==> src/irq_flag_pkg.sv <==
// Package for the interrupt enable and flag block: register indexes, field positions,
// reset values and the structs that carry bus, event and state bundles.
// Assumes a 32-bit classic Wishbone bus with byte addresses of four times the index.
`default_nettype none

package irq_flag_pkg;

  ////////////////////////////////////////////////////////////////////////////////
  // Register indexes (byte address is four times the index)
  localparam logic [9:0] IDX_AUX_EN  = 10'h084;
  localparam logic [9:0] IDX_AUX_FLG = 10'h085;
  localparam logic [9:0] IDX_TMR_EXT = 10'h088;
  localparam logic [9:0] IDX_IRQ_STS = 10'h0F0;
  localparam logic [9:0] IDX_IRQ_MSK = 10'h0F1;

  ////////////////////////////////////////////////////////////////////////////////
  // Field positions of the enable and flag registers
  localparam int BIT_PWM_GROUP = 6;
  localparam int BIT_PWM_MAIN  = 5;
  localparam int BIT_TOUCH_B   = 1;
  localparam int BIT_TOUCH_A   = 0;
  localparam logic [7:0] AUX_MASK = 8'h63;

  // Documented clear patterns for the flag register
  localparam logic [7:0] CLR_PWM_GROUP = 8'hBF;
  localparam logic [7:0] CLR_PWM_MAIN  = 8'hDF;
  localparam logic [7:0] CLR_TOUCH_B   = 8'hFD;
  localparam logic [7:0] CLR_TOUCH_A   = 8'hFE;

  // Field positions of the timer and external interrupt control register
  localparam int BIT_T1_OVF    = 7;
  localparam int BIT_T1_RUN    = 6;
  localparam int BIT_T0_OVF    = 5;
  localparam int BIT_T0_RUN    = 4;
  localparam int BIT_EXT1_FLAG = 3;
  localparam int BIT_EXT1_TRIG = 2;
  localparam int BIT_EXT0_FLAG = 1;
  localparam int BIT_EXT0_TRIG = 0;

  // Source positions in the sticky status, mask and request vectors
  localparam int SRC_TOUCH_A   = 0;
  localparam int SRC_TOUCH_B   = 1;
  localparam int SRC_PWM_MAIN  = 2;
  localparam int SRC_PWM_GROUP = 3;
  localparam int SRC_T0        = 4;
  localparam int SRC_T1        = 5;
  localparam int SRC_EXT0      = 6;
  localparam int SRC_EXT1      = 7;

  ////////////////////////////////////////////////////////////////////////////////
  // Reset values
  localparam logic [7:0] RST_AUX_EN  = 8'h00;
  localparam logic [7:0] RST_AUX_FLG = 8'h00;
  localparam logic [7:0] RST_TMR_EXT = 8'h00;
  localparam logic [7:0] RST_IRQ_STS = 8'h00;
  localparam logic [7:0] RST_IRQ_MSK = 8'h00;
  localparam logic [1:0] RST_PIN     = 2'h3;

  ////////////////////////////////////////////////////////////////////////////////
  // Carriers
  typedef struct packed {
    logic        cyc;
    logic        stb;
    logic        we;
    logic [11:0] adr;
    logic [3:0]  sel;
    logic [31:0] dat;
  } wb_req_type;

  typedef struct packed {
    logic pwm_group_end;
    logic pwm_main_end;
    logic touch_b_done;
    logic touch_a_done;
    logic t1_ovf;
    logic t0_ovf;
  } event_type;

  typedef struct packed {
    logic t1;
    logic t0;
    logic ext1;
    logic ext0;
  } vec_ack_type;

  typedef struct packed {
    logic        ack;
    logic [31:0] dat;
    logic [7:0]  en;
    logic [7:0]  flg;
    logic [7:0]  tmrx;
    logic [7:0]  sts;
    logic [7:0]  msk;
    logic        irq;
    logic [7:0]  req;
  } ctrl_state_type;

  typedef struct packed {
    logic [1:0] s1;
    logic [1:0] s2;
    logic [1:0] s3;
  } sync_state_type;

  localparam ctrl_state_type RST_CTRL = '{ack: 1'b0, dat: 32'h0000_0000, en: RST_AUX_EN,
                                          flg: RST_AUX_FLG, tmrx: RST_TMR_EXT, sts: RST_IRQ_STS,
                                          msk: RST_IRQ_MSK, irq: 1'b0, req: 8'h00};

endpackage

`default_nettype wire

==> src/irq_flag_enable_ctrl.sv <==
// Interrupt enable and flag registers of a small controller, with a Wishbone slave,
// sticky summary status, mask and one level interrupt output.
// Assumes timers, PWM and touch scanners pulse their events on clk_i; the CPU pulses
// a vector acknowledge per source. External pins are asynchronous.
//
// Contract
// - Enable register bits 6,5,1,0 gate PWM group, PWM main, touch B, touch A.
// - PWM group period end sets flag bit 6; writing BFh clears it.
// - Main PWM period end sets flag bit 5; writing DFh clears it.
// - Touch B scan end sets flag bit 1; writing FDh clears it.
// - Touch A scan end sets flag bit 0; writing FEh clears it.
// - Timer one overflow sets control bit 7; vectoring clears it.
// - Timer zero overflow sets control bit 5; vectoring clears it.
// - Run bits 6 and 4 start or stop timers one and zero, reset 0.
// - Falling edge on external pin one sets bit 3; vectoring clears it.
// - Bit 2 selects low level (0) or falling edge (1) for pin one.
// - Falling edge on external pin zero sets bit 1; vectoring clears it.
// - Bit 0 selects low level (0) or falling edge (1) for pin zero.
`default_nettype none

module irq_flag_enable_ctrl
(
  input  wire  logic                     clk_i,
  input  wire  logic                     rst_i,
  input  wire  irq_flag_pkg::wb_req_type wb_i,
  output logic                    [31:0] wb_dat_o,
  output logic                           wb_ack_o,
  input  wire  irq_flag_pkg::event_type  event_i,
  input  wire  irq_flag_pkg::vec_ack_type vec_ack_i,
  input  wire  logic                     ext_irq_pin_zero_i,
  input  wire  logic                     ext_irq_pin_one_i,
  output logic                           timer_one_run_o,
  output logic                           timer_zero_run_o,
  output logic                     [7:0] irq_req_o,
  output logic                           irq_o
);
  import irq_flag_pkg::*;

  ////////////////////////////////////////////////////////////////////////////////
  // Helpers

  // Keep bits where keep is one, then let every set win
  function automatic logic [7:0] merge_flags(input logic [7:0] old,
                                             input logic [7:0] set,
                                             input logic [7:0] keep);
    merge_flags = (old & keep) | set;
  endfunction

  function automatic logic [7:0] read_reg(input logic [9:0] idx, input ctrl_state_type s);
    case (idx)
      IDX_AUX_EN:  read_reg = s.en;
      IDX_AUX_FLG: read_reg = s.flg;
      IDX_TMR_EXT: read_reg = s.tmrx;
      IDX_IRQ_STS: read_reg = s.sts;
      IDX_IRQ_MSK: read_reg = s.msk;
      default:     read_reg = 8'h00;
    endcase
  endfunction

  ////////////////////////////////////////////////////////////////////////////////
  // Pin synchroniser

  logic [1:0] pin_level;
  logic [1:0] pin_fall;

  pin_edge_sync u_pin_sync
  (
    .clk_i   (clk_i),
    .rst_i   (rst_i),
    .pin_i   ({ext_irq_pin_one_i, ext_irq_pin_zero_i}),
    .level_o (pin_level),
    .fall_o  (pin_fall)
  );

  ////////////////////////////////////////////////////////////////////////////////
  // Bus decode

  ctrl_state_type st;
  ctrl_state_type next_st;
  logic           fire;
  logic           wr;
  logic [9:0]     idx;
  logic           en_wr;
  logic           flg_wr;
  logic           tc_wr;
  logic           sts_wr;
  logic           msk_wr;

  assign fire = wb_i.cyc && wb_i.stb;
  // Writes land on the edge where the master samples ack
  assign wr     = fire && st.ack && wb_i.we && wb_i.sel[0];
  assign idx    = wb_i.adr[11:2];
  assign en_wr  = wr && (idx == IDX_AUX_EN);
  assign flg_wr = wr && (idx == IDX_AUX_FLG);
  assign tc_wr  = wr && (idx == IDX_TMR_EXT);
  assign sts_wr = wr && (idx == IDX_IRQ_STS);
  assign msk_wr = wr && (idx == IDX_IRQ_MSK);

  ////////////////////////////////////////////////////////////////////////////////
  // Next state

  logic [7:0] aux_set;
  logic [7:0] aux_keep;
  logic [7:0] tc_set;
  logic [7:0] tc_clr;
  logic [7:0] tc_base;
  logic [7:0] src;
  logic [7:0] sts_keep;

  always_comb
  begin
    next_st  = st;
    aux_set  = 8'h00;
    tc_set   = 8'h00;
    tc_clr   = 8'h00;
    src      = 8'h00;

    next_st.ack = fire && !st.ack;
    if (fire && !st.ack)
    begin
      next_st.dat = {24'h00_0000, read_reg(idx, st)};
    end

    if (en_wr)
    begin
      next_st.en = wb_i.dat[7:0] & AUX_MASK;
    end

    aux_set[BIT_PWM_GROUP] = event_i.pwm_group_end;
    aux_set[BIT_PWM_MAIN]  = event_i.pwm_main_end;
    aux_set[BIT_TOUCH_B]   = event_i.touch_b_done;
    aux_set[BIT_TOUCH_A]   = event_i.touch_a_done;
    // Bits written as one keep their flag, so a clear never races a set
    aux_keep    = flg_wr ? (wb_i.dat[7:0] | ~AUX_MASK) : 8'hFF;
    next_st.flg = merge_flags(st.flg, aux_set, aux_keep) & AUX_MASK;

    tc_set[BIT_T1_OVF]    = event_i.t1_ovf;
    tc_set[BIT_T0_OVF]    = event_i.t0_ovf;
    tc_set[BIT_EXT1_FLAG] = pin_fall[1];
    tc_set[BIT_EXT0_FLAG] = pin_fall[0];
    tc_clr[BIT_T1_OVF]    = vec_ack_i.t1;
    tc_clr[BIT_T0_OVF]    = vec_ack_i.t0;
    tc_clr[BIT_EXT1_FLAG] = vec_ack_i.ext1;
    tc_clr[BIT_EXT0_FLAG] = vec_ack_i.ext0;
    // Software may write every bit; hardware sets still win
    tc_base      = tc_wr ? wb_i.dat[7:0] : st.tmrx;
    next_st.tmrx = merge_flags(tc_base, tc_set, ~tc_clr);

    src[SRC_TOUCH_A]   = event_i.touch_a_done;
    src[SRC_TOUCH_B]   = event_i.touch_b_done;
    src[SRC_PWM_MAIN]  = event_i.pwm_main_end;
    src[SRC_PWM_GROUP] = event_i.pwm_group_end;
    src[SRC_T0]        = event_i.t0_ovf;
    src[SRC_T1]        = event_i.t1_ovf;
    src[SRC_EXT0]      = pin_fall[0];
    src[SRC_EXT1]      = pin_fall[1];
    sts_keep    = sts_wr ? ~wb_i.dat[7:0] : 8'hFF;
    next_st.sts = merge_flags(st.sts, src, sts_keep);
    if (msk_wr)
    begin
      next_st.msk = wb_i.dat[7:0];
    end
    next_st.irq = |(next_st.sts & next_st.msk);

    next_st.req[SRC_TOUCH_A]   = next_st.flg[BIT_TOUCH_A] & next_st.en[BIT_TOUCH_A];
    next_st.req[SRC_TOUCH_B]   = next_st.flg[BIT_TOUCH_B] & next_st.en[BIT_TOUCH_B];
    next_st.req[SRC_PWM_MAIN]  = next_st.flg[BIT_PWM_MAIN] & next_st.en[BIT_PWM_MAIN];
    next_st.req[SRC_PWM_GROUP] = next_st.flg[BIT_PWM_GROUP] & next_st.en[BIT_PWM_GROUP];
    next_st.req[SRC_T0]        = next_st.tmrx[BIT_T0_OVF];
    next_st.req[SRC_T1]        = next_st.tmrx[BIT_T1_OVF];
    // Level mode asks while the pin is low; edge mode asks on the latched flag
    next_st.req[SRC_EXT0] = next_st.tmrx[BIT_EXT0_TRIG] ? next_st.tmrx[BIT_EXT0_FLAG]
                                                        : !pin_level[0];
    next_st.req[SRC_EXT1] = next_st.tmrx[BIT_EXT1_TRIG] ? next_st.tmrx[BIT_EXT1_FLAG]
                                                        : !pin_level[1];
  end

  always_ff @(posedge clk_i)
  begin
    if (rst_i)
    begin
      st <= RST_CTRL;
    end
    else
    begin
      st <= next_st;
    end
  end

  ////////////////////////////////////////////////////////////////////////////////
  // Outputs

  assign wb_dat_o         = st.dat;
  assign wb_ack_o         = st.ack;
  assign timer_one_run_o  = st.tmrx[BIT_T1_RUN];
  assign timer_zero_run_o = st.tmrx[BIT_T0_RUN];
  assign irq_req_o        = st.req;
  assign irq_o            = st.irq;
endmodule // irq_flag_enable_ctrl

`default_nettype wire

==> src/pin_edge_sync.sv <==
// Two-stage synchroniser and falling edge detector for the two external interrupt pins.
// Assumes the pins are asynchronous to clk_i and idle high.
`default_nettype none

module pin_edge_sync
(
  input  wire  logic       clk_i,
  input  wire  logic       rst_i,
  input  wire  logic [1:0] pin_i,
  output logic       [1:0] level_o,
  output logic       [1:0] fall_o
);
  import irq_flag_pkg::*;

  sync_state_type st;
  sync_state_type next_st;

  // Stage s1 feeds s2 only; edges are seen between s2 and s3
  always_comb
  begin
    next_st.s1 = pin_i;
    next_st.s2 = st.s1;
    next_st.s3 = st.s2;
  end

  always_ff @(posedge clk_i)
  begin
    if (rst_i)
    begin
      st <= '{s1: RST_PIN, s2: RST_PIN, s3: RST_PIN};
    end
    else
    begin
      st <= next_st;
    end
  end

  assign level_o = st.s2;
  assign fall_o  = st.s3 & ~st.s2;

endmodule // pin_edge_sync

`default_nettype wire

==> config.mk <==
export PLATFORM = sky130hd
export DESIGN_NAME = irq_flag_enable_ctrl
export DESIGN_NICKNAME = d
export VERILOG_FILES = /design/src/irq_flag_pkg.sv /design/src/irq_flag_enable_ctrl.sv /design/src/pin_edge_sync.sv
export SDC_FILE = /design/constraint.sdc
export NUM_CORES = 1
export LEC_CHECK = 0
export BUFFER_PORTS_ARGS = -buffer_cell sky130_fd_sc_hd__buf_2
export CAP_MARGIN = 20
export CORE_ASPECT_RATIO = 1.5
export CORE_MARGIN = 2
export CORE_UTILIZATION = 51
export DETAILED_ROUTE_END_ITERATION = 8
export PLACE_DENSITY = 0.85
export RECOVER_POWER = 50
export SLEW_MARGIN = 20
export SYNTH_ARGS = -nofsm -noshare
export SYNTH_HDL_FRONTEND = slang
export SYNTH_HIERARCHICAL = 1
export SYNTH_SLANG_ARGS = --single-unit
==> constraint.sdc <==
create_clock -name clk_i -period 4.45 [get_ports clk_i]
set_input_delay 0.6675 -clock clk_i [delete_from_list [all_inputs] [get_ports clk_i]]
set_output_delay 0.6675 -clock clk_i [all_outputs]
set_load 0.1 [all_outputs]
Word level (Yosys, flattened, before mapping) --
Cells that the tools add are included. Widths: inputs -> output; s select.
Word-level totals: register bits 56, input port bits 65, logic and storage cells 54
Cells by class: equal/unequal tests 5, mux-type cells 8, bitwise gates (word level) 15, reductions and logical operators 14
Operator list (count):
- $eq 10x8->1 const B | 5
- $pmux 8 s5 | 1
- $and 8x8->8 | 3
- $mux 8 | 3
- $not 8->8 | 2
- $or 8x8->8 | 2
- $mux 7 | 2
- $logic_and 1x1->1 | 10
- $reduce_or 8->1 | 1
- $and 7x7->7 | 1
- $or 7x7->7 | 1
- $and 1x1->1 | 4
- $logic_not 1->1 | 3
- $and 2x2->2 | 1
- $mux 1 | 2
- $not 2->2 | 1

Logic depth before layout (Yosys ltp) --
Gate-level depths: netlist (run 1).
depth after elaboration 10, depth in mapped cells 8, mapped depth without buffers 6

Hierarchy --
Netlist (run 1), hierarchy kept.
By module, submodules not included:
- irq_flag_enable_ctrl | times used 1, cells each 278, area each 2377.3 um2, seq. area each 960.9 um2
- pin_edge_sync | times used 1, cells each 16, area each 185.2 um2, seq. area each 120.1 um2

Worst setup path before layout (run 1) --
OpenSTA, ideal clock, no wires.
path type register -> register, start register st, in the netlist wb_ack_o, end register st, in the netlist irq_o, arrival time 2.585 ns, required time 4.322 ns, path slack 1.738 ns, stages on the path, launching flop included 7, path buffers 0, clock period less this slack 2.712 ns, path through dfxtp_1 > nand3_1 > nor4_4 > mux2i_1 > o22ai_1 > nor4_1 > nor2_1
Between the ends: cells in the longest elaborated chain, start to end 9, elaborated cells between the ends (all ways) 11
Ends and longest elaborated chain:
- start, declared | line irq_flag_enable_ctrl.sv:78 | ctrl_state_type st;
- start signal, assigned | line irq_flag_enable_ctrl.sv:186 | st <= next_st;
- $logic_and 1x1->1 (*) (3 in series) | line irq_flag_enable_ctrl.sv:91 | assign wr = fire && st.ack && wb_i.we && wb_i.sel[0];
- $logic_and 1x1->1 | line irq_flag_enable_ctrl.sv:96 | assign sts_wr = wr && (idx == IDX_IRQ_STS);
- $mux 8 | line irq_flag_enable_ctrl.sv:157 | sts_keep = sts_wr ? ~wb_i.dat[7:0] : 8'hFF;
- $and 8x8->8 | line irq_flag_enable_ctrl.sv:46 | merge_flags = (old & keep) | set;
- $or 8x8->8 | line irq_flag_enable_ctrl.sv:46
- $and 8x8->8 (*) | line irq_flag_enable_ctrl.sv:163 | next_st.irq = |(next_st.sts & next_st.msk);
- $reduce_or 8->1 (*) | line irq_flag_enable_ctrl.sv:163
Mark *: on every way between the ends. The rest lies on a longest branch, timed or not. A chain may end at the register's enable or synchronous reset.

Worst setup path in the final report (run 1) --
start input port wb_i[39] (netlist name), end register st, in the netlist irq_o
Between the ends: cells in the longest elaborated chain, start to end 7, elaborated cells between the ends (all ways) 10
Ends and longest elaborated chain:
- start, declared | line irq_flag_enable_ctrl.sv:25 | input wire irq_flag_pkg::wb_req_type wb_i,
- $eq 10x8->1 | line irq_flag_enable_ctrl.sv:96
- $logic_and 1x1->1 | line irq_flag_enable_ctrl.sv:96
- $mux 8 | line irq_flag_enable_ctrl.sv:157
- $and 8x8->8 | line irq_flag_enable_ctrl.sv:46
- $or 8x8->8 | line irq_flag_enable_ctrl.sv:46
- $and 8x8->8 (*) | line irq_flag_enable_ctrl.sv:163
- $reduce_or 8->1 (*) | line irq_flag_enable_ctrl.sv:163
Marks and branches as above.

==> summary.md, run 1 <==
| Metric | Value |
|---|---|
| Status | finished with violations |
| Failing checks | capacitance limit, slew limit |
| H-tree levels | 2 |
| Synth top area share | between 40% and 50% |
| Post-synthesis compound-gate area fraction | approximately an eighth |
| Sequential fraction of the synthesis area | a little over two fifths |
| Max cap viols | 1 |
| Post-Synth Adder-Cell Area | 0% |
| Mapped Cells | ~290 |
| CORE AREA | ~4800 sq um |
| Clock power frac | between 30 and 40% |
| Rel. slew slack | -43.2% |
| Post-synthesis mux area share | between 6 and 7% |
| Detailed Place HPWL | 4180 um |
| Final hold violations | 0 |
| Sinks on Clock Net | 54 |
| RD Place Congestion | between 0.8 and 0.9 |
| Fin. max-slew vios | 55 |
| Number of core rows | 31 |
| Clock insertion delay at the later pin of the skew report | between 0.3 and 0.4 ns |
| CTS tree | built |
| Worst-path maximum fanout | 8 |
| Antenna violation net count after detailed routing | 0 |
| Post-synthesis xor/xnor area fraction | 0% |
| Maximum clock insertion buffer count | 2 |
| Num CTS Buffers | 5 |
| Worst Setup Start Kind | input port |
| DRT Pass-1 Iters | 4 |
| Simple-Gate Fraction of Synth Area | roughly a quarter |
| Ranking of synthesized cells by area | dfxtp_1 42%, buf_4 12%, nor2_1 7.0%, mux2i_1 5.5%, a22oi_1 4.1% |
| Initial antenna violation count | 0 |
| Required @ worst endpoint | approximately 4.6 ns |
| DRT iter0 DRCs | 135 |
| Post-Syn Area per Cell | slightly below 9 sq um |
| Initial core utilization | between 50 and 60% |
| Post-CTS setup buffers | 0 |
| Area of the multi-input gates | 1200 sq um |
| Setup TNS | 0 ns |
| Area grow syn2layout | 8.50% |
| Fin crit share | between 60% and 70% |
| Post-route DRC | 0 |
| Fmax | ~330 MHz |
| Lkg Pwr | between 1 and 1.5 nW |
| Final wirelength | approximately 5700 um |
| Worst Path Class, Setup | in2reg |
| Routed len/inst | about 14 um |
| Via-per-instance ratio | about 5.4 |
| Most frequent cells in the layout | 54 x dfxtp_1, 48 x nor2_1, 34 x buf_2 |
| Cell taking the most area after synthesis | dfxtp_1 |
| Worst hold slack | 0.410 ns |
| Int Power | 0.000767 W |
| CP Cell Sequence | buf_2 > or4b_1 > nor4_4 > mux2i_1 > o22ai_1 > nor4_1 > nor2_1 |
| Cell Pwr Density | a little under 400 nW/um^2 |
| Die H | slightly above 90 um |
| YS warnings | 6 |
| Skew final | between 0.009 and 0.01 ns |
| Critical Path End Type | flop |
| Yosys cell types | 40 |
| Die area | around 5600 sq um |
| Synth Register Bits | 54 |
| Die X | between 60 and 70 um |
| Top-Level Pins | 109 |
| Critical Path AT | 3.18 ns |
| Post_cts resized | 0 |
| NumNets Final | 394 |
| Peak VDD IR | roughly 230 uV |
| Global-route wire length before repair | 8790 um |
| Layout cells sized above 1 | 18.2% |
| Register area | ~1100 sq um |
| Worst R2R Start | wb_ack_o |
| Hold Path Class | reg2reg |
| # hold bufs at CTS | 0 |
| Psw | between 0.0003 and 0.0004 W |
| Total GRT Usage | 20.8% |
| Slew @ Worst Pin | approximately 2.1 ns |
| Root Driver | clkbuf_8 |
| CP max stage cell | nor4_4 |
| Diode count | 0 |
| Synthesized cell area | roughly 2600 sq um |
| Via count | around 2,200 |
| Layout fillers | between 400 and 500 |
| Most common cell after layout, fill and taps aside | dfxtp_1 |
| Pin count of the biggest net entering global routing | 55 |
| Final min period | 3.06 ns |
| Overflow after GRT | 0 |
| Largest stage delay, worst path | 0.79 ns |
| Hold Startpoint | u_pin_sync/next_st[3] |
| Largest family of logic cells by synthesized area | simple AND/OR/NAND/NOR gates |
| Seq pwr share | 46.3% |
| Switching Fraction | 29.6% |
| I/O Buffers | 55 |
| RSZ-0062 raised after global routing | false |
| Crit path from | wb_i[39] |
| Comb power frac | 17.3% |
| Clock slew seen by the registers of the worst setup and hold paths | 0.09 ns |
| Vias in the first global route | around 2,000 |
| Final setup viols | 0 |
## per-layer routing
| metal | share of wire (%) | wire length [um] | GRT usage, % |
|---|---|---|---|
| met1 | 39 | 2220 | 23.3 |
| met2 | 51 | 2910 | 35.4 |
| met3 | 6.5 | 369 | 4.73 |
| met4 | 3.5 | 202 | 9.75 |
| met5 | 0 | 0 | 0 |
## worst paths after layout
check	to	slack, ns	depth (start not counted)
setup reg to reg	irq_o	2.01	6
hold / removal	u_pin_sync/level_o[1]	0.41	1
setup / recovery	irq_o	1.39	7
hold reg to reg	u_pin_sync/level_o[1]	0.41	1
## power by group through the flow
stage                     Clock, W  Combinational (W)  Sequential (W)
after floorplan                  0           0.000174        0.000516
after global placement           0           0.000186        0.000515
after detailed placement         0           0.000188        0.000516
after CTS                 0.000403           0.000189        0.000504
after global routing      0.000419           0.000199        0.000506
final                     0.000397           0.000189        0.000505
## synth_stat cells
cell,count
a2111oi_0,3
a211oi_1,1
a21oi_1,11
a22oi_1,14
a31oi_1,2
and2_1,1
and3_2,1
buf_2,1
buf_4,42
buf_6,1
clkbuf_1,9
conb_1,1
dfxtp_1,54
inv_1,1
mux2_2,2
mux2i_1,14
nand2_1,10
nand2b_1,7
nand3_1,11
nand4_1,2
nor2_1,48
nor2b_1,3
nor3_1,10
nor3_2,1
nor3b_2,1
nor4_1,3
nor4_4,1
o21ai_0,5
o21ba_2,1
o21bai_1,1
o22ai_1,12
o31a_1,1
or2_1,6
or2_2,5
or2b_2,2
or3_1,1
or4_1,2
or4b_1,1
or4b_2,1
or4bb_1,1
## state kept, by name, summed over array words and instances (netlist names)
signal and cells:
timer_one_run_o 1, wb_dat_o 8, irq_o 1, u_pin_sync/st 2, wb_ack_o 1, st 28, u_pin_sync/level_o 2, timer_zero_run_o 1
irq_req_o 8, u_pin_sync/next_st 2
## cells by family after synthesis
group           Yosys count
simple gates            118
flops                    54
buf+inv                  54
compound gates           51
mux                      16
other cells               1
## cell type report
class	count	share of cell area, %
Clock buffer	6	2.97
Clock inverter	2	2.16
Inverter	1	0.135
Multi-Input combinational cell	209	43.1
Sequential cell	54	38.9
Tap cell	66	2.97
Timing Repair Buffer	58	9.77
## metrics by stage
stage                     power (W)  setup WS (ns)  std cells  util, %  cell area, sq um
final                       0.00109           1.39        396     57.3              2780
after global routing        0.00112           1.30        396     57.3              2780
after CTS                   0.00110           1.48        396     57.9              2810
after detailed placement   0.000704           1.17        388     54.9              2660
after global placement     0.000701           1.21        388     54.9              2660
after floorplan            0.000691           1.74        317        -              2650
## worst max-delay path: cells and delay by family
kind / cells / cell delay [ns]
multiplexers: 1 / 0.36
AND/OR/NAND/NOR: 4 / 1.89
AO/OA/AOI/OAI: 1 / 0.14
buffers and inverters: 1 / 0.12
Note: power is estimated with default switching activity, not from simulation.
==> inputs of run 2 (changes only) <==
Settings changed: ABC_AREA set to 1, CORE_UTILIZATION 51 to 49, PLACE_DENSITY 0.85 to 0.8.
Clock period 4.45 ns to 3 ns, I/O delays scaled along.
==> run 2 against run 1 <==
  * The flow now finishes without violations
  * Design area is 6.5% higher
  * Power up 39%
  * Combinational power rose by 50%
  * Synthesized area grew 8.8%
  * Global-route usage decreased by 0.17 points
  * Flip-flop and latch count stayed put
  * Sequential share of layout area decreased by 2.4 points
  * Synthesized cell count is 36% higher
  * Count of clock-buffer cells in the layout is the same
  * Sequential power is 48% higher
  * Critical endpoint unchanged
==> summary.md, run 2 <==
| Metric | Value |
|---|---|
| H-tree levels | 2 (unchanged) |
| Worst Setup Start Kind | input port |
| Pin count of the biggest net entering global routing | 35 (-36%) |
| Final wirelength | 6030 um (+5.8%) |
| Ys flop type | dfxtp_1 |
| Root Driver | clkbuf_8 |
| Cell with the most instances after synthesis | nand2_1 |
| Sinks on Clock Net | 54 (unchanged) |
| Post_cts resized | 0 (unchanged) |
| CP Cell Sequence | clkbuf_1 > nor2_4 > nand2_1 > nor2_1 > nand4_1 > nand2_1 > nand2_1 > nand2_1 > nand2_1 > nor2_1 > a21oi_1 |
| Layout Cells excl Fill | 506 (+28%) |
| Number of core rows | 33 (+6.5%) |
| Layout fillers | 568 (+30%) |
| YS warnings | 6 (unchanged) |
| Clock slew seen by the registers of the worst setup and hold paths | 0.09 ns (about the same) |
| Via count | 2,470 (+15%) |
| Number of synthesized flops with an enable pin | 0 (unchanged) |
| Status | finished clean |
| Lkg Pwr | 1.43 nW (+29%) |
| Initial core utilization | 50.8% (-2.1 points) |
| Worst Path Class, Setup | in2reg |
| Cell taking the most area after synthesis | dfxtp_1 |
| Die area | 6320 sq um (+12%) |
| Post-synth top cells | 96 x nand2_1, 57 x inv_1, 54 x dfxtp_1 |
| Global-route wire length before repair | 10,000 um (+14%) |
| # hold bufs at CTS | 0 (unchanged) |
| Top reg by flops | st |
| CP max stage cell | nor2_1 |
| Total GRT Usage | 20.6% (-0.17 points) |
| Placed Instances | 498 (+28%) |
| Setup TNS | 0 ns (unchanged) |
| Routed len/inst | 11.9 um (-17%) |
| Fmax | roughly 460 MHz |
| Skew final | 0.00693 ns (-0.00283 ns) |
| Most frequent cells in the layout | 96 x nand2_1, 58 x inv_1, 54 x dfxtp_1 |
| DRT iter0 DRCs | 123 (-8.9%) |
| Worst-path maximum fanout | 16 (+8) |
| Diode count | 0 (unchanged) |
| Vias in the first global route | 2,259 (+15%) |
| Max cap viols | 0 (-1) |
| Top-Level Pins | 109 (unchanged) |
| Post-Syn Area per Cell | 6.97 sq um (-20%) |
| Via-per-instance ratio | 4.88 (-10%) |
| Die X | 65.6 um (+6.0%) |
| Yosys cell types | 28 (-30%) |
| Worst hold slack | 0.322 ns (-0.0878 ns) |
| Post-CTS setup buffers | 0 (unchanged) |
| Critical Path AT | 2.35 ns (-0.83 ns) |
| Clock insertion delay at the later pin of the skew report | 0.31 ns (about the same) |
| Final min period | about 2.2 ns |
| Maximum clock insertion buffer count | 2 (unchanged) |
| Die H | 96.4 um (+6.1%) |
| Synth Register Bits | 54 (unchanged) |
| CORE AREA | 5490 sq um (+13%) |
| NumNets Final | 500 (+27%) |
| Cell Pwr Density | 511 nW/um^2 (+30%) |
| Ranking of synthesized cells by area | dfxtp_1 39%, nand2_1 13%, buf_4 12%, inv_1 7.7%, a21oi_1 5.6% |
| CP dominant cell by count | nand2_1 |
| Peak VDD IR | 402 uV (+71%) |
| I/O Buffers | 55 (unchanged) |
| DRT Pass-1 Iters | 5 (+1) |
| Critical Path End Type | flop |
| Max FFs per register | 28 (unchanged) |
| Synthesized cell area | 2790 sq um (+8.8%) |
| Detailed Place HPWL | 4610 um (+10%) |
| Area grow syn2layout | 6.24% |
| CTS tree | built |
| Mapped Cells | 400 (+36%) |
| Overflow after GRT | 0 (unchanged) |
| Most common cell after layout, fill and taps aside | nand2_1 |
| Total power | 0.00151 W (+39%) |
| RSZ-0062 raised after global routing | false |
| Initial antenna violation count | 0 (unchanged) |
| Post-route DRC | 0 (unchanged) |
| Rel. slew slack | 22.3% (+65 points) |
| Layout cells sized above 1 | 13.1% (-5.1 points) |
| Synth top area share | 38.8% (-3.4 points) |
| Fin crit share | about 72% |
| Antenna violation net count after detailed routing | 0 (unchanged) |
| Fin. max-slew vios | 0 (-100%) |
| Final hold violations | 0 (unchanged) |
| Required @ worst endpoint | 3.18 ns (-1.39 ns) |
| Slew @ Worst Pin | 1.17 ns (-0.977 ns) |
| Final setup viols | 0 (unchanged) |
| Largest stage delay, worst path | 0.79 ns (about the same) |
| Post-synth ARST share | 0% (unchanged) |
| Num CTS Buffers | 5 (unchanged) |
| RD Place Congestion | 0.856 (-3.4%) |
| Sequential fraction of the synthesis area | 38.8% (-3.4 points) |
| Hold Path Class | in2reg |
[run 2: changes by cell type after synthesis, sizes merged, moves of 14 or more]
cell	previous run	this run
a22oi	14	0
inv	1	59
a21oi	11	31
o21ai	5	20
nor2	48	34
nand2	10	96
mux2i	14	0
[run 2: metrics by stage]
stage | utilization, % | setup WS, ns | area (sq um)
2_1_floorplan | - | 0.830 | 2870
3_3_place_gp | 52.7 | 0.867 | 2890
3_5_place_dp | 52.7 | 0.868 | 2890
4_1_cts | 54.7 | 1.10 | 3000
5_1_grt | 53.9 | 0.603 | 2960
6_report | 53.9 | 0.832 | 2960
[run 2: cells by family (layout without fill, tap and decap cells)]
family / after synthesis / in the layout / share of synthesized area, %
AO/OA/AOI/OAI: 63 / 63 / 13.2
buffers and inverters: 116 / 129 / 21.8
flip-flops: 54 / 54 / 38.8
other: 1 / 24 / 0.135
AND/OR/NAND/NOR: 166 / 166 / 26.0
[run 2: layout make-up]
cell class / count / area [sq um] / area share (%)
sequential: 54 / 1080 / 36.5
clock inverter: 2 / 37.5 / 1.27
clock buffer: 6 / 72.6 / 2.45
multi-input combinational: 253 / 1170 / 39.7
timing repair buffer: 59 / 275 / 9.29
tap: 70 / 87.6 / 2.96
inverter: 62 / 233 / 7.86
[run 2: worst paths after layout]
path / from / endpoint / slack [ns] / cells after the start
worst max-delay path: wb_i[40] / irq_o / 0.83 / 11
worst max register to register: wb_ack_o / irq_o / 0.98 / 10
worst min register to register: u_pin_sync/next_st[2] / u_pin_sync/level_o[0] / 0.42 / 2
worst min-delay path: ext_irq_pin_zero_i / u_pin_sync/next_st[2] / 0.32 / 3
[run 2: power by group]
part	switching (W)	internal [W]
Clock	0.000234	0.000249
Sequential	0.0000101	0.000738
Combinational	0.000244	0.0000398
[run 2: worst max-delay path: cells and delay by family]
| family | cells | cell delay [ns] |
|---|---|---|
| buffers and inverters | 1 | 0.13 |
| AOI/OAI and AO/OA | 1 | 0.08 |
| and+or+nand+nor | 9 | 1.67 |
[run 2: routing by layer]
| layer | vias to the layer above | track usage, % | share of wire, % |
|---|---|---|---|
| met5 | - | 0 | 0 |
| met4 | 0 | 10.6 | 3.9 |
| met3 | 20 | 3.82 | 6.5 |
| met2 | 93 | 37.6 | 51 |
| met1 | 1096 | 22.5 | 39 |
| li1 | 1261 | - | - |
==> inputs of run 3 (changes only) <==
Clock period 3 ns to 2.14 ns, I/O delays scaled along.
==> run 3 against run 2 <==
  * The run now ends with capacitance limit, slew limit left
  * Design area grew 0.68%
  * Sequential share of layout area is 0.20 points lower
  * Worst hold slack got worse by 0.14 ns
  * Via count increased by 1.2%
  * Largest power group unchanged
  * Count of clock-buffer cells in the layout is 1 lower
  * Final cell count up 0.59%
  * Power is 35% higher
  * Register-to-register slack got worse by 0.67 ns
  * Flip-flop and latch count unchanged
  * Wire length increased by 2.2%
==> summary.md, run 3 (synthesis gave the netlist of run 2 again) <==
| Metric | Value |
|---|---|
| Top reg by flops | st |
| # hold bufs at CTS | 0 (unchanged) |
| Slew @ Worst Pin | 1.50 ns (+0.330 ns) |
| Maximum clock insertion buffer count | 2 (unchanged) |
| Dpl cell area | 2920 sq um (+0.82%) |
| Worst R2R Start | wb_ack_o |
| Routed len/inst | 12.1 um (+1.6%) |
| Antenna violation net count after detailed routing | 0 (unchanged) |
| Cell Pwr Density | 686 nW/um^2 (+34%) |
| Largest stage delay, worst path | 0.87 ns (+0.08 ns) |
| Critical Path End Type | output pin |
| Area grow syn2layout | 6.96% |
| DRT iter0 DRCs | 130 (+5.7%) |
| Setup ws final | 0.284 ns (-0.548 ns) |
| H-tree levels | 2 (unchanged) |
| Final wirelength | 6170 um (+2.2%) |
| Post_cts resized | 0 (unchanged) |
| Die X | 65.6 um (unchanged) |
| Failing checks | capacitance limit, slew limit |
| Max cap viols | 1 (+1) |
| Final Instance Area | 2980 sq um (+0.68%) |
| Worst-path maximum fanout | 2 (-14) |
| Global-route wire length before repair | 10,100 um (+1.2%) |
| Vias in the first global route | 2,359 (+4.4%) |
| Total GRT Usage | 21.1% (+0.44 points) |
| Most common cell after layout, fill and taps aside | nand2_1 |
| Pin count of the biggest net entering global routing | 34 (-2.9%) |
| Die H | 96.4 um (unchanged) |
| Buf/Inv on CP | 1 (unchanged) |
| Delay-heaviest family, CP | buffers and inverters |
| Clock insertion delay at the later pin of the skew report | 0.31 ns (about the same) |
| Post-route DRC | 0 (unchanged) |
| Overflow after GRT | 0 (unchanged) |
| Sinks on Clock Net | 54 (unchanged) |
| CORE AREA | 5490 sq um (unchanged) |
| Setup TNS | 0 ns (unchanged) |
| Peak VDD IR | 394 uV (-1.9%) |
| CP Cell Sequence | clkbuf_1 |
| Diode count | 0 (unchanged) |
| Fin crit share | 86.7% |
| I/O Buffers | 55 (unchanged) |
| CP max stage cell | clkbuf_1 |
| Fin. max-slew vios | 33 (+33) |
| Num CTS Buffers | 5 (unchanged) |
| Detailed Place HPWL | 4690 um (+1.8%) |
| Layout cells sized above 1 | 15.3% (+2.2 points) |
| Number of core rows | 33 (unchanged) |
| NumNets Final | 503 (+0.60%) |
| Fmax | around 540 MHz |
| Skew final | 0.0113 ns (+0.00434 ns) |
| Crit path from | timer_zero_run_o |
| RSZ-0062 raised after global routing | false |
| Status | finished with violations |
| Initial antenna violation count | 0 (unchanged) |
| Hold Startpoint | ext_irq_pin_zero_i |
| Rel. slew slack | -0.0557% (-22 points) |
| Initial core utilization | 50.8% (unchanged) |
| Via count | 2,500 (+1.2%) |
| Clock slew seen by the registers of the worst setup and hold paths | 0.11 ns (+0.02 ns) |
| Die area | 6320 sq um (unchanged) |
| Lkg Pwr | 1.45 nW (+1.1%) |
| Required @ worst endpoint | 1.82 ns (-1.36 ns) |
| Top-Level Pins | 109 (unchanged) |
| Final setup viols | 0 (unchanged) |
| Worst Path Class, Setup | reg2out |
| Root Driver | clkbuf_8 |
| Dpl ws | 0.329 ns (-0.538 ns) |
| DRT Pass-1 Iters | 4 (-1) |
| Final min period | 1.86 ns |
| Hold Path Class | in2reg |
| RD Place Congestion | 0.825 (-3.6%) |
| Critical Path AT | 1.54 ns (-0.81 ns) |
| Most frequent cells in the layout | 96 x nand2_1, 58 x inv_1, 53 x dfxtp_1 |
| Post-CTS setup buffers | 0 (unchanged) |
| CTS tree | built |
| Final hold violations | 0 (unchanged) |
| Via-per-instance ratio | 4.91 (+0.62%) |
| Worst Setup Start Kind | flop |
| Max FFs per register | 28 (unchanged) |
==> run 3: area by class of cell <==
cell class / instances / area (sq um)
Timing Repair Buffer: 62 / 302
Tap cell: 70 / 87.6
Fill cell: 560 / 2510
Clock inverter: 3 / 23.8
Inverter: 62 / 233
Sequential cell: 54 / 1080
Clock buffer: 5 / 68.8
Multi-Input combinational cell: 253 / 1180
==> run 3: per-stage QoR <==
stage / utilization (%) / hold slack [ns] / power (W) / instances
after global placement: 53.1 / 0.391 / 0.00147 / 501
after detailed placement: 53.1 / 0.404 / 0.00147 / 501
final: 54.3 / 0.183 / 0.00204 / 509
after floorplan: - / 0.387 / 0.00145 / 423
after CTS: 54.8 / 0.184 / 0.00205 / 509
after global routing: 54.3 / 0.183 / 0.00212 / 509
==> run 3: layer usage <==
| metal | part of all wire (%) | vias up | routed length, um | track usage (%) |
|---|---|---|---|---|
| met5 | 0 | - | 0 | 0 |
| met2 | 51 | 83 | 3130 | 39.4 |
| li1 | - | 1264 | - | - |
| met1 | 40 | 1129 | 2440 | 21.8 |
| met3 | 5.8 | 24 | 358 | 4.17 |
| met4 | 3.8 | 0 | 236 | 11.3 |
==> run 3: final timing paths <==
check	endpoint	slack, ns	depth (start not counted)
max	timer_zero_run_o	0.28	1
min	u_pin_sync/next_st[2]	0.18	3
max reg2reg	st[39]	0.31	7
min reg2reg	u_pin_sync/level_o[0]	0.42	2
==> run 3: where the power goes <==
part	total, W	internal (W)	switching [W]
logic	0.000401	0.0000574	0.000344
registers	0.00105	0.00103	0.0000140
clock network	0.000595	0.000235	0.000360
